==> src/rtl/tma_map.vh <==
`ifndef TMA_MAP_VH
`define TMA_MAP_VH

// Register byte offsets
`define TMA_OFS_MODE 8'h00
`define TMA_OFS_CTRL 8'h04
`define TMA_OFS_DATA 8'h08
`define TMA_OFS_TRIG 8'h0c
`define TMA_OFS_STAT 8'h10

// Mode register fields
`define TMA_MODE_LO 0
`define TMA_MODE_HI 1
`define TMA_MODE_PULSE 2
`define TMA_MODE_UDPIN 3
`define TMA_MODE_UDEXT 4
`define TMA_MODE_FREE 5
`define TMA_MODE_CS_LO 6
`define TMA_MODE_CS_HI 7

// Control register fields
`define TMA_CTRL_START 0
`define TMA_CTRL_UP 1
`define TMA_CTRL_OSHOT 2

// Status register fields
`define TMA_STAT_PIN 0
`define TMA_STAT_RUN 1
`define TMA_STAT_DIR 2

// Mode codes
`define TMA_M_TIMER 2'b00
`define TMA_M_EVENT 2'b01
`define TMA_M_ONESHOT 2'b10

// Reset values
`define TMA_RST_MODE 8'h00
`define TMA_RST_TRIG 2'b00
`define TMA_RST_CNT 16'h0000

// Prescaler terminal counts and counter wrap values
`define TMA_DIV8_LAST 3'h7
`define TMA_DIV32_LAST 5'h1f
`define TMA_CNT_ALL1 16'hffff
`define TMA_CNT_ONE 16'h0001

`endif

==> src/rtl/tma_timer.v <==
// Implementation choices: the register addresses and the APB slave port.
`timescale 1ns/10ps
`include "tma_map.vh"

module tma_timer #(
    parameter CNT_W = 16
) (
    input wire pclk, // System clock
    input wire presetn, // Async reset, active low
    input wire psel, // APB select
    input wire penable, // APB access phase
    input wire pwrite, // APB write
    input wire [7:0] paddr, // APB byte address
    input wire [31:0] pwdata, // APB write data
    output wire pready, // APB ready
    output wire pslverr, // APB error on unmapped address
    output reg [31:0] prdata, // APB read data
    input wire subclock_in, // Asynchronous subclock
    input wire companion_timer_b_channel, // Timer B overflow pulse
    input wire neighbour_timer_lower, // Lower timer A overflow pulse
    input wire neighbour_timer_upper, // Upper timer A overflow pulse
    input wire timer_pulse_out_pin_i, // Pin level in
    output reg timer_pulse_out_pin_o, // Pin level out
    output reg timer_pulse_out_pin_oe, // Pin drive enable
    output reg timer_overflow, // Overflow/underflow pulse to neighbours
    output reg irq_req // Interrupt request pulse
);

    // Source select decode for trigger/event inputs
    function src_pick;
        input [1:0] sel;
        input b_ovf;
        input lo_ovf;
        input hi_ovf;
        begin
            case (sel)
                2'b01: src_pick = b_ovf;
                2'b10: src_pick = lo_ovf;
                2'b11: src_pick = hi_ovf;
                // 00 is reserved and yields no event
                default: src_pick = 1'b0;
            endcase
        end
    endfunction

    reg [7:0] mode_r;
    reg [1:0] trig_r;
    reg start_r;
    reg up_r;
    reg [CNT_W-1:0] cnt_r;
    reg [CNT_W-1:0] cnt_nxt;
    reg [CNT_W-1:0] reload_r;
    reg run_r;
    reg run_nxt;
    reg pin_r;
    reg [4:0] pre_r;
    reg [4:0] sub_div_r;
    reg sub_s1_r;
    reg sub_s2_r;
    reg sub_s3_r;
    reg sub_lvl_r;
    reg ud_s1_r;
    reg ud_s2_r;
    reg ud_s3_r;
    reg ud_lvl_r;
    reg sub_tick_r;
    reg wrap_evt;
    reg src_tick;

    wire [1:0] mode;
    wire [1:0] cs_sel;
    wire acc_wr;
    wire setup_rd;
    wire hit_mode;
    wire hit_ctrl;
    wire hit_data;
    wire hit_trig;
    wire hit_stat;
    wire mapped;
    wire wr_data;
    wire wr_ctrl;
    wire os_sw;
    wire ext_evt;
    wire count_up;
    wire active;
    wire ud_pin_mode;
    wire at_top;
    wire at_zero;
    wire at_one;
    wire os_trig;

    // Register field views
    assign mode = mode_r[`TMA_MODE_HI:`TMA_MODE_LO];
    assign cs_sel = mode_r[`TMA_MODE_CS_HI:`TMA_MODE_CS_LO];
    assign ud_pin_mode = (mode == `TMA_M_EVENT) && mode_r[`TMA_MODE_UDPIN];

    // APB decode
    assign hit_mode = (paddr == `TMA_OFS_MODE);
    assign hit_ctrl = (paddr == `TMA_OFS_CTRL);
    assign hit_data = (paddr == `TMA_OFS_DATA);
    assign hit_trig = (paddr == `TMA_OFS_TRIG);
    assign hit_stat = (paddr == `TMA_OFS_STAT);
    assign mapped = hit_mode | hit_ctrl | hit_data | hit_trig | hit_stat;
    assign pready = 1'b1;
    assign pslverr = psel & penable & ~mapped;
    // Writes land in the access phase, reads are captured at setup
    assign acc_wr = psel & penable & pwrite & mapped;
    assign setup_rd = psel & ~penable & ~pwrite;
    assign wr_data = acc_wr & hit_data;
    assign wr_ctrl = acc_wr & hit_ctrl;
    assign os_sw = wr_ctrl & pwdata[`TMA_CTRL_OSHOT];

    // Selected trigger or event overflow
    assign ext_evt = src_pick(trig_r, companion_timer_b_channel,
                              neighbour_timer_lower, neighbour_timer_upper);

    // One-shot trigger: software strobe or selected overflow
    assign os_trig = os_sw | ext_evt;

    // Direction from pin or software bit
    assign count_up = mode_r[`TMA_MODE_UDEXT] ? ud_lvl_r : up_r;

    // Counting in progress decides data write behaviour
    assign active = (mode == `TMA_M_ONESHOT) ? run_r : start_r;

    // Wrap points of the 16-bit counter
    assign at_top = (cnt_r == `TMA_CNT_ALL1);
    assign at_zero = (cnt_r == `TMA_RST_CNT);
    assign at_one = (cnt_r == `TMA_CNT_ONE);

    // Three-stage syncs for subclock and direction pin
    always @(posedge pclk or negedge presetn) begin
        if (!presetn) begin
            sub_s1_r <= 1'b0;
            sub_s2_r <= 1'b0;
            sub_s3_r <= 1'b0;
            sub_lvl_r <= 1'b0;
            ud_s1_r <= 1'b0;
            ud_s2_r <= 1'b0;
            ud_s3_r <= 1'b0;
            ud_lvl_r <= 1'b0;
        end else begin
            // Subclock level moves once stages two and three agree
            sub_s1_r <= subclock_in;
            sub_s2_r <= sub_s1_r;
            sub_s3_r <= sub_s2_r;
            if (sub_s2_r == sub_s3_r) begin
                sub_lvl_r <= sub_s3_r;
            end
            // Direction pin, same three-stage filter
            ud_s1_r <= timer_pulse_out_pin_i;
            ud_s2_r <= ud_s1_r;
            ud_s3_r <= ud_s2_r;
            if (ud_s2_r == ud_s3_r) begin
                ud_lvl_r <= ud_s3_r;
            end
        end
    end

    // Prescaler taps and subclock divider
    always @(posedge pclk or negedge presetn) begin
        if (!presetn) begin
            pre_r <= 5'h00;
            sub_div_r <= 5'h00;
            sub_tick_r <= 1'b0;
        end else begin
            pre_r <= pre_r + 5'h01;
            sub_tick_r <= 1'b0;
            // One count per filtered subclock rising edge
            if ((sub_s2_r == sub_s3_r) && sub_s3_r && !sub_lvl_r) begin
                sub_div_r <= sub_div_r + 5'h01;
                sub_tick_r <= (sub_div_r == `TMA_DIV32_LAST);
            end
        end
    end

    // Internal count source select
    always @* begin
        case (cs_sel)
            2'b00: src_tick = 1'b1;
            2'b01: src_tick = (pre_r[2:0] == `TMA_DIV8_LAST);
            2'b10: src_tick = (pre_r == `TMA_DIV32_LAST);
            default: src_tick = sub_tick_r;
        endcase
    end

    // Counter next state per mode
    always @* begin
        cnt_nxt = cnt_r;
        run_nxt = run_r;
        wrap_evt = 1'b0;
        case (mode)
            `TMA_M_TIMER: begin
                // Divider mode; a one-shot left running must not resume later
                run_nxt = 1'b0;
                if (start_r && src_tick) begin
                    if (at_zero) begin
                        cnt_nxt = reload_r;
                        wrap_evt = 1'b1;
                    end else begin
                        cnt_nxt = cnt_r - 16'h0001;
                    end
                end
            end
            `TMA_M_EVENT: begin
                // Overflow counting; no one-shot stays armed
                run_nxt = 1'b0;
                if (start_r && ext_evt) begin
                    if (count_up && at_top) begin
                        wrap_evt = 1'b1;
                        cnt_nxt = mode_r[`TMA_MODE_FREE] ? `TMA_RST_CNT
                                                         : reload_r;
                    end else if (!count_up && at_zero) begin
                        wrap_evt = 1'b1;
                        cnt_nxt = mode_r[`TMA_MODE_FREE] ? `TMA_CNT_ALL1
                                                         : reload_r;
                    end else if (count_up) begin
                        cnt_nxt = cnt_r + 16'h0001;
                    end else begin
                        cnt_nxt = cnt_r - 16'h0001;
                    end
                end
            end
            `TMA_M_ONESHOT: begin
                // Clearing start wins over a trigger in the same cycle
                if (!start_r) begin
                    run_nxt = 1'b0;
                end else if (os_trig) begin
                    cnt_nxt = reload_r;
                    run_nxt = 1'b1;
                end else if (run_r && src_tick) begin
                    if (at_one || at_zero) begin
                        cnt_nxt = reload_r;
                        run_nxt = 1'b0;
                        wrap_evt = 1'b1;
                    end else begin
                        cnt_nxt = cnt_r - 16'h0001;
                    end
                end
            end
            default: begin
                run_nxt = 1'b0;
            end
        endcase
    end

    // Software registers
    always @(posedge pclk or negedge presetn) begin
        if (!presetn) begin
            mode_r <= `TMA_RST_MODE;
            trig_r <= `TMA_RST_TRIG;
            start_r <= 1'b0;
            up_r <= 1'b0;
        end else begin
            if (acc_wr && hit_mode) begin
                mode_r <= pwdata[7:0];
            end
            // Source select, 00 reserved
            if (acc_wr && hit_trig) begin
                trig_r <= pwdata[1:0];
            end
            // One-shot bit is a strobe and is not stored
            if (wr_ctrl) begin
                start_r <= pwdata[`TMA_CTRL_START];
                up_r <= pwdata[`TMA_CTRL_UP];
            end
        end
    end

    // Counter, reload register and run state
    always @(posedge pclk or negedge presetn) begin
        if (!presetn) begin
            cnt_r <= `TMA_RST_CNT;
            reload_r <= `TMA_RST_CNT;
            run_r <= 1'b0;
        end else begin
            run_r <= run_nxt;
            // Reload takes every data write; counter only while idle
            if (wr_data) begin
                reload_r <= pwdata[CNT_W-1:0];
            end
            if (wr_data && !active) begin
                cnt_r <= pwdata[CNT_W-1:0];
            end else begin
                cnt_r <= cnt_nxt;
            end
        end
    end

    // Events to interrupt, neighbours and pulse pin
    always @(posedge pclk or negedge presetn) begin
        if (!presetn) begin
            irq_req <= 1'b0;
            timer_overflow <= 1'b0;
            pin_r <= 1'b0;
        end else begin
            irq_req <= wrap_evt;
            // Overflow pulse lets neighbouring channels chain
            timer_overflow <= wrap_evt;
            // Pin level flips on each wrap while pulse output is on
            if (wrap_evt && mode_r[`TMA_MODE_PULSE]) begin
                pin_r <= ~pin_r;
            end
        end
    end

    // Pin function: port, pulse output or direction input
    always @(posedge pclk or negedge presetn) begin
        if (!presetn) begin
            timer_pulse_out_pin_o <= 1'b0;
            timer_pulse_out_pin_oe <= 1'b0;
        end else begin
            timer_pulse_out_pin_o <= pin_r;
            // Direction-input mode releases the pin
            timer_pulse_out_pin_oe <= mode_r[`TMA_MODE_PULSE] & ~ud_pin_mode;
        end
    end

    // Read data captured in setup phase
    always @(posedge pclk or negedge presetn) begin
        if (!presetn) begin
            prdata <= 32'h00000000;
        end else if (setup_rd) begin
            // Unmapped addresses fall through and read as zero
            prdata <= 32'h00000000;
            if (hit_mode) begin
                prdata[7:0] <= mode_r;
            end
            if (hit_ctrl) begin
                prdata[`TMA_CTRL_START] <= start_r;
                prdata[`TMA_CTRL_UP] <= up_r;
            end
            if (hit_data) begin
                prdata[CNT_W-1:0] <= cnt_r;
            end
            if (hit_trig) begin
                prdata[1:0] <= trig_r;
            end
            if (hit_stat) begin
                prdata[`TMA_STAT_PIN] <= pin_r;
                prdata[`TMA_STAT_RUN] <= run_r;
                prdata[`TMA_STAT_DIR] <= ud_lvl_r;
            end
        end
    end

endmodule // tma_timer

==> config.mk <==
export PLATFORM = sky130hd
export DESIGN_NAME = tma_timer
export DESIGN_NICKNAME = d
export VERILOG_FILES = /design/src/rtl/tma_timer.v
export VERILOG_INCLUDE_DIRS = /design/src /design/src/rtl
export SDC_FILE = /design/constraint.sdc
export NUM_CORES = 1
export LEC_CHECK = 0
export BUFFER_PORTS_ARGS = -buffer_cell sky130_fd_sc_hd__clkbuf_2
export CORE_ASPECT_RATIO = 1.5
export CORE_MARGIN = 1.5
export CORE_UTILIZATION = 60
export CTS_BUF_LIST = sky130_fd_sc_hd__clkbuf_8
export DETAILED_ROUTE_END_ITERATION = 6
export GPL_TIMING_DRIVEN = 1
export HOLD_SLACK_MARGIN = 0.05
export PLACE_DENSITY = 0.86
export SYNTH_ARGS = -nofsm -noshare
export SYNTH_HDL_FRONTEND = slang
export SYNTH_SLANG_ARGS = --single-unit
==> constraint.sdc <==
create_clock -name pclk -period 3.6 [get_ports pclk]
set_clock_uncertainty 0.2 [all_clocks]
set_input_delay 0.54 -clock pclk [delete_from_list [all_inputs] [get_ports pclk]]
set_output_delay 0.54 -clock pclk [all_outputs]
set_load 0.02 [all_outputs]
==> impl_summary.md, run 1 <==
Critical path
The worst register-to-register path ends at cnt_r[10]$_DFFE_PN0P_. The path type of the worst setup path is flop to flop. The minimum setup slack among reg-to-reg paths is 0.31 ns. In this run the worst path has a maximum fanout of 12. The worst endpoint required time is around 3.6 ns. The critical path starts at cnt_r[7]$_DFFE_PN0P_.

The data arrival at the endpoint of the critical path is approximately 3.3 ns. Among all stages on the critical path, the largest delay is contributed by sky130_fd_sc_hd__or4_1. The dominant delay contributor by cell family on the critical path is simple AND/OR/NAND/NOR gates. Walking the worst path, the cells encountered are or4_1, or4_1, or2_1, nand2_2, nor2_1, a2111oi_0, o21ai_0. In this design, the critical path's most frequently occurring cell is sky130_fd_sc_hd__or4_1. For the worst flop-to-flop path, the logic depth is 7.

On the worst path, the slowest cell contributes a delay of about 0.57 ns. The worst path buffer plus inverter count is 0. STA classifies the critical path startpoint as a flop. The kind of end point of the critical path is a flop. The critical register-to-register path startpoint is cnt_r[7]$_DFFE_PN0P_.

Synth
Counting distinct cell types in the post-synthesis netlist gives 73. The synthesis-stage register bit count is 84. After synthesis, the share of flip-flops with an asynchronous set or reset is 1.000. The number of enable flip-flop cells after synthesis is 0. The sequential fraction of the synthesis area is 0.3668. Yosys attributes the largest share of cell area to sky130_fd_sc_hd__dfrtp_1 (37%), sky130_fd_sc_hd__mux2_2 (6.5%), sky130_fd_sc_hd__nand2_1 (4.8%), sky130_fd_sc_hd__o21ai_0 (4.5%), sky130_fd_sc_hd__a21oi_1 (3.5%). The dominant register cell in the synthesized netlist is sky130_fd_sc_hd__dfrtp_1. Summing every instance area after synthesis gives between 5000 and 6000 um2. The Yosys step of the flow raised 0 warnings. The number of instances in the synthesized netlist is 656. Of the post-synthesis cell area, the dominant cell type holds 0.3668. The cell type with the highest aggregate area in the netlist is sky130_fd_sc_hd__dfrtp_1. In this run the mean area of a mapped cell was 8.736 um2.

Die
The die area is 10160 um2. just under 90 I/O pins were placed. The area of the placeable core is around 9000 um2.

The starting density of the core is 0.6193. The width of the die is 82.80 um. The floorplan step set the die height to ~120 um. The number of core rows is 43.

Power
The net switching power is 1022 uW. The overall power is between 2000 and 3000 uW. The share of total power dissipated in sequential elements is 0.430. The leakage power total is 0.002785 uW.

The share of total power dissipated in the clock network is 0.266. The portion of total power attributed to combinational logic is 0.304. Internal power comes to 1695 uW. The cell area power density is 432.3 nW/um2. The maximum vdd drop is around 0.33 mV. Of the total power, the share spent switching nets is 0.3761.

Clock network
The tree built by TritonCTS fans out to 84 sinks. The tree is rooted in a sky130_fd_sc_hd__clkbuf_8. The later pin in the worst-skew pair is clocked with a latency of roughly 0.4 ns. The clock passes through at most 2 buffers. The number of CTS-inserted buffers is 9. The clock transition at the registers of the reported paths is around 0.090 ns. The count of cells resized by post-cts repair is 0. The post-cts hold buffer count is 0. The H-tree generated during clock tree synthesis spans 3 levels.

The number of setup buffers added after CTS is 0. TritonCTS built the clock tree.

STA
The highest clock frequency the design can meet is 303.9 MHz. The max-slew violation count was 0. The worst hold margin is a little over 0.06 ns. Setup violations remaining at the end of the flow were counted as 0. Setup repair after global routing left no endpoint under its margin. The setup slack after layout is around 0.31 ns. The sum of negative setup slack is 0 ns. The clock period minus final worst setup slack is 3.290 ns. The relative slew slack is 0.3187. The transition time at the pin with the least slew margin is approximately 1.0 ns. The portion of the clock cycle consumed by the worst path in the final layout is 0.9139. The number of failing hold endpoints at the final stage was 0.

Drt
The count of antenna-violating nets left after detailed routing is 0. Using the TritonRoute via totals, the vias-per-cell ratio works out to between 6 and 7. For this run, design rule violations remaining after detail routing come to 0.

The violation count after the first detailed-route iteration is between 600 and 700. Dividing the detail-routed wire length by the instance count gives between 20 and 25 um. The final wirelength is approximately 18 mm. The first TritonRoute pass finished after 5 iterations. The overall via count from detail_route is 5582.

GRT
The global-route wire length before repair is between 20 and 30 mm. Global routing finished with a remaining overflow of 0. The all-layer global routing usage is 0.3789. The via count of the first global-routing pass is 5338. The number of antenna violations at the first check in global routing is 0.

Entering global routing, the biggest net connects 85 pins.

Layout
The net count of the finished layout is roughly 760. The area growth from synthesis to final layout is 9.694%. The proportion of layout cells with a drive suffix above 1 is 0.2085. The top cell types in the final layout, fill and taps aside, are sky130_fd_sc_hd__dfrtp_1 (84), sky130_fd_sc_hd__nand2_1 (73), sky130_fd_sc_hd__clkbuf_2 (53).

The final antenna diode count is 0. The most common cell after layout, fill and taps aside is sky130_fd_sc_hd__dfrtp_1.

Placed design
The count of port buffers added during placement is 54. Routability-driven placement finished with a final weighted congestion of roughly 1.1. The half-perimeter wire length after placement is approximately 13 mm.

The minimum setup slack after placement is approximately 0.29 ns.

Worst hold path
In this run the most critical hold path is launched from subclock_in. The number of stages on the worst hold path is 1. The worst hold endpoint is sub_s1_r$_DFF_PN0_. The tightest min-delay check is of the input pin to flop type.

Run
Max-cap violations in this run came to 0.

Outcome
The flow ran to the end, and the final reports show no timing, DRC or antenna violations.
## metal layers
layer | track usage | share of wire
met1 | 0.4436 | 0.36
met2 | 0.5894 | 0.47
met3 | 0.08476 | 0.090
met4 | 0.2896 | 0.084
met5 | 0 | 0
## metrics by stage
step | area (um2) | util | std cells
after floorplan | 5787 | - | 671
after CTS | 6286 | 0.6793 | 817
after detailed placement | 6076 | 0.6566 | 801
after global routing | 6286 | 0.6793 | 817
final | 6286 | 0.6793 | 817
after global placement | 6076 | 0.6566 | 801
## final cells by class
| class | count | area (um2) |
|---|---|---|
| inverter | 13 | 48.80 |
| sequential | 84 | 2102 |
| clock buffer | 10 | 137.6 |
| timing repair buffer | 83 | 490.5 |
| tap | 112 | 140.1 |
| multi-input combinational | 509 | 3294 |
| clock inverter | 6 | 72.57 |
| fill | 764 | 2968 |
## worst max-delay path by stage
stage,end,slack [ns],cells after the start
after floorplan,cnt_r[9]$_DFFE_PN0P_,0.79,7
after global placement,cnt_r[14]$_DFFE_PN0P_,0.37,10
after detailed placement,cnt_r[10]$_DFFE_PN0P_,0.29,7
after CTS,cnt_r[10]$_DFFE_PN0P_,0.39,7
after global routing,cnt_r[10]$_DFFE_PN0P_,0.11,9
final,cnt_r[10]$_DFFE_PN0P_,0.31,7
## worst reg2reg max path: stages (launching register included)
cell                        delay (ns)
sky130_fd_sc_hd__dfrtp_1          0.55
sky130_fd_sc_hd__or4_1            0.57
sky130_fd_sc_hd__or4_1            0.42
sky130_fd_sc_hd__or2_1            0.37
sky130_fd_sc_hd__nand2_2          0.26
sky130_fd_sc_hd__nor2_1           0.10
sky130_fd_sc_hd__a2111oi_0        0.49
sky130_fd_sc_hd__o21ai_0          0.19
## kinds of logic after synthesis
| kind of cell | synth area share |
|---|---|
| buf+inv | 0.06812 |
| other cells | 0.001311 |
| fa+ha+maj | 0.03231 |
| compound gates | 0.1889 |
| simple gates | 0.2124 |
| xor+xnor | 0.03209 |
| mux | 0.09803 |
| flops | 0.3668 |
## power by group through the flow
stage,logic [uW],clock network (uW),registers [uW]
after floorplan,643,0,1090
after global placement,768,0,1180
after detailed placement,796,0,1180
after CTS,801,732,1160
after global routing,898,769,1180
final,825,723,1170
## cells in the mapped netlist, types with 3 or more instances
cell type,count
sky130_fd_sc_hd__nand2_1,73
sky130_fd_sc_hd__o21ai_0,52
sky130_fd_sc_hd__o22ai_1,6
sky130_fd_sc_hd__nand3_1,21
sky130_fd_sc_hd__ha_1,14
sky130_fd_sc_hd__clkbuf_1,32
sky130_fd_sc_hd__a32oi_1,3
sky130_fd_sc_hd__o31ai_1,3
sky130_fd_sc_hd__a311oi_1,5
sky130_fd_sc_hd__dfrtp_1,84
sky130_fd_sc_hd__mux2i_1,13
sky130_fd_sc_hd__o31a_1,3
sky130_fd_sc_hd__or3_1,6
sky130_fd_sc_hd__a22oi_1,9
sky130_fd_sc_hd__or4_1,5
sky130_fd_sc_hd__nand4_1,12
sky130_fd_sc_hd__nor4b_1,5
sky130_fd_sc_hd__and3_1,10
sky130_fd_sc_hd__and2_1,7
sky130_fd_sc_hd__a21oi_1,40
sky130_fd_sc_hd__a211oi_1,4
sky130_fd_sc_hd__nor4_1,13
sky130_fd_sc_hd__a2111oi_0,4
sky130_fd_sc_hd__and4_1,5
sky130_fd_sc_hd__xnor2_1,17
sky130_fd_sc_hd__a211o_1,3
sky130_fd_sc_hd__o211ai_1,3
sky130_fd_sc_hd__o21ai_1,3
sky130_fd_sc_hd__inv_1,13
sky130_fd_sc_hd__nor3_1,20
sky130_fd_sc_hd__o21bai_1,3
sky130_fd_sc_hd__buf_2,12
sky130_fd_sc_hd__a31oi_1,4
sky130_fd_sc_hd__nor2_1,42
sky130_fd_sc_hd__xor2_1,4
sky130_fd_sc_hd__buf_4,18
sky130_fd_sc_hd__mux2_2,33
## flip-flops by register name, summed over array words and instances, names as in the netlist, 2 cells and up
| signal | flops |
|---|---|
| cnt_r | 16 |
| prdata | 16 |
| sub_div_r | 5 |
| trig_r | 2 |
| pre_r | 5 |
| mode_r | 8 |
| reload_r | 16 |
Power figures use the tool's default switching activity.
==> run 2, diff against run 1 <==
--- a/config.mk
+++ b/config.mk
@@ -9,12 +9,11 @@
 export BUFFER_PORTS_ARGS = -buffer_cell sky130_fd_sc_hd__clkbuf_2
 export CORE_ASPECT_RATIO = 1.5
 export CORE_MARGIN = 1.5
-export CORE_UTILIZATION = 60
-export CTS_BUF_LIST = sky130_fd_sc_hd__clkbuf_8
+export CORE_UTILIZATION = 58
 export DETAILED_ROUTE_END_ITERATION = 6
 export GPL_TIMING_DRIVEN = 1
 export HOLD_SLACK_MARGIN = 0.05
-export PLACE_DENSITY = 0.86
+export PLACE_DENSITY = 0.83
 export SYNTH_ARGS = -nofsm -noshare
 export SYNTH_HDL_FRONTEND = slang
 export SYNTH_SLANG_ARGS = --single-unit
==> run 2 against run 1 <==
Compared with the run above:
- setup slack gained 0.14 ns
- count of clock-buffer cells in the layout grew 1
- die area grew 3.3%
- flip-flop and latch count is the same
- non-clock buffer count grew 9
- first-iteration DRC count shrank 12%
==> impl_summary.md, run 2 (synthesis gave the netlist of run 1 again) <==
STA
The worst hold margin is 0.03634 ns (-0.02522 ns). The final number of setup-violating endpoints came to 0 (unchanged). The transition time at the pin with the least slew margin is 0.7020 ns (-0.3199 ns). The max-slew violation count is 0 (unchanged). Setup repair after global routing left no endpoint under its margin.

The setup slack after layout was 0.4469 ns (+0.1370 ns). The number of failing hold endpoints at the final stage came to 0 (unchanged). The relative slew slack is 0.5186 (+0.1999). The sum of negative setup slack is 0 ns (unchanged). The highest clock frequency the design can meet is 317.1 MHz (+4.3%).

The portion of the clock cycle consumed by the worst path in the final layout was 0.8759 (-0.03807). The clock period minus final worst setup slack is 3.153 ns (-0.1370 ns).

Critical path
The critical path is of the flop to flop type. The worst setup path is launched from a flop. Walking the worst path, the cells encountered are ha_1, nand4_1, or3_1, o21ai_0, nor3_1, or3_1, a211o_1, a31oi_1.

The kind of end point of the critical path is a flop. The most numerous cell on the critical path is sky130_fd_sc_hd__or3_1. The data arrival at the endpoint of the critical path is 3.22 ns (-0.11 ns). The slowest library cell on the worst path is sky130_fd_sc_hd__dfrtp_1. The maximum fanout along the worst path was 7 (-5). The delay of the slowest cell on the worst path is 0.52 ns (-0.05 ns). The worst path buffer plus inverter count is 0 (unchanged).

The dominant delay contributor by cell family on the critical path is simple AND/OR/NAND/NOR gates. The worst endpoint required time is 3.67 ns (+0.03 ns).

Outcome
The run finished with clean final reports.

Clock network
The clock latency of the later-clocked register in the worst-skew pair is 0.34 ns (-0.05 ns). TritonCTS built the clock tree. The total clock sinks is 84 (unchanged). The number of H-tree branching levels is 3 (unchanged). The cell sitting at the root of the clock tree is a sky130_fd_sc_hd__clkbuf_16. The number of CTS-inserted buffers is 9 (unchanged). The count of buffers added by post-CTS timing repair for setup is 0 (unchanged). The maximum buffer depth of the clock tree came to 2 (unchanged).

The post-cts hold buffer count was 0 (unchanged). The clock transition at the registers of the reported paths is 0.07 ns (-0.02 ns). The count of cells resized by post-cts repair is 0 (unchanged).

Layout
The final antenna diode count is 0 (unchanged). The area growth from synthesis to final layout is 12.82%. The number of non-filler instances in the completed layout is 829 (+1.5%). The largest registers in the layout are cnt_r: 16 flops, prdata: 16 flops, reload_r: 16 flops. The proportion of layout cells with a drive suffix above 1 was 0.2157 (+0.007176). In the layout the commonest cells are sky130_fd_sc_hd__dfrtp_1 (84), sky130_fd_sc_hd__nand2_1 (73), sky130_fd_sc_hd__clkbuf_2 (53).

The most common cell after layout, fill and taps aside is sky130_fd_sc_hd__dfrtp_1. The net count of the finished layout is 773 (+1.2%).

Die
The die area is 10500 um2 (+3.3%). The number of I/O pins is 88 (unchanged). The die extent in y is 124.7 um (+1.7%). The width of the die is 84.16 um (+1.6%). The starting density of the core is 0.5948 (-0.02445). The number of core rows is 44 (+2.3%).

The area of the placeable core came to 9634 um2 (+4.1%).

GRT
The all-layer global routing usage is 0.3613 (-0.01760). The residual overflow from global routing is 0 (unchanged). The maximum number of pins on one net before global-route repair came to 58 (-32%). The global-route wire length before repair is 29.39 mm (+4.8%).

The number of antenna violations at the first check in global routing was 1 (+1). The via count of the first global-routing pass is 5540 (+3.8%).

Placed design
The half-perimeter wire length after placement is 13.33 mm (+3.1%). The count of port buffers added during placement is 54 (unchanged). The placer congestion estimate is 1.073 (-1.2%). The minimum setup slack after placement came to 0.4133 ns (+0.1274 ns). The number of cells after detailed placement is 813 (+1.5%).

Power
The overall power is 3002 uW (+10%). The cell area power density was 464.4 nW/um2 (+7.4%). The leakage power total is 0.002870 uW (+3.0%). The maximum vdd drop is 0.3597 mV (+11%).

Drt
The detailed-route DRC error count was 0 (unchanged). The final wirelength came to 18.44 mm (+2.0%). The violation count after the first detailed-route iteration came to 544 (-12%). The detailed-route vias per instance is 6.773 (-0.86%).

The detailed-route wire length per cell is 22.24 um (+0.57%). The overall via count from detail_route came to 5615 (+0.59%). The count of antenna-violating nets left after detailed routing was 0 (unchanged). The count of TritonRoute iterations in the first routing pass was 5 (unchanged).

Worst hold path
The tightest min-delay check is of the input pin to asynchronous set/reset pin type.

Run
The number of maximum-capacitance violations is 0 (unchanged).
[run 2: final timing paths]
kind,start,end,slack [ns],depth (start not counted)
max in group asynchronous,presetn,prdata[11]$_DFFE_PN0P_,2.46,2
worst min-delay path,presetn,sub_div_r[4]$_DFFE_PN0P_,0.04,1
min in group pclk,subclock_in,sub_s1_r$_DFF_PN0_,0.10,1
worst max-delay path,cnt_r[1]$_DFFE_PN0P_,cnt_r[13]$_DFFE_PN0P_,0.45,8
worst min register to register,ud_s1_r$_DFF_PN0_,ud_s2_r$_DFF_PN0_,0.15,0
worst max register to register,cnt_r[1]$_DFFE_PN0P_,cnt_r[13]$_DFFE_PN0P_,0.45,8
[run 2: final cells by class]
cell class | instances | area (um2)
Multi-Input combinational cell | 509 | 3294
Fill cell | 815 | 3169
Sequential cell | 84 | 2102
Timing Repair Buffer | 92 | 558.0
Clock buffer | 11 | 232.7
Tap cell | 115 | 143.9
Clock inverter | 5 | 85.08
Inverter | 13 | 48.80
[run 2: routing by layer]
metal  vias up  global-route usage  routed length (um)
met2       351              0.6042                8935
met1      2651              0.4181                6636
met4         2              0.2237                1346
met3       114             0.07422                1502
met5         -                   0                  15
li1       2497                   -                   -
[run 2: worst reg2reg max path: cells and delay by family, from the launching register on]
kind	cells	cell delay [ns]
and+or+nand+nor	4	1.20
AOI/OAI and AO/OA	3	0.85
DFF	1	0.52
adders and majority gates	1	0.30
[run 2: stage by stage]
step	area, um2	util
2_1_floorplan	5787	-
3_3_place_gp	6147	0.6381
3_5_place_dp	6147	0.6381
4_1_cts	6465	0.6710
5_1_grt	6465	0.6710
6_report	6465	0.6710
[run 2: power by group]
part           switching, uW  internal (uW)
logic                    505            337
clock network            385            612
registers                145           1020
total                   1030           1970
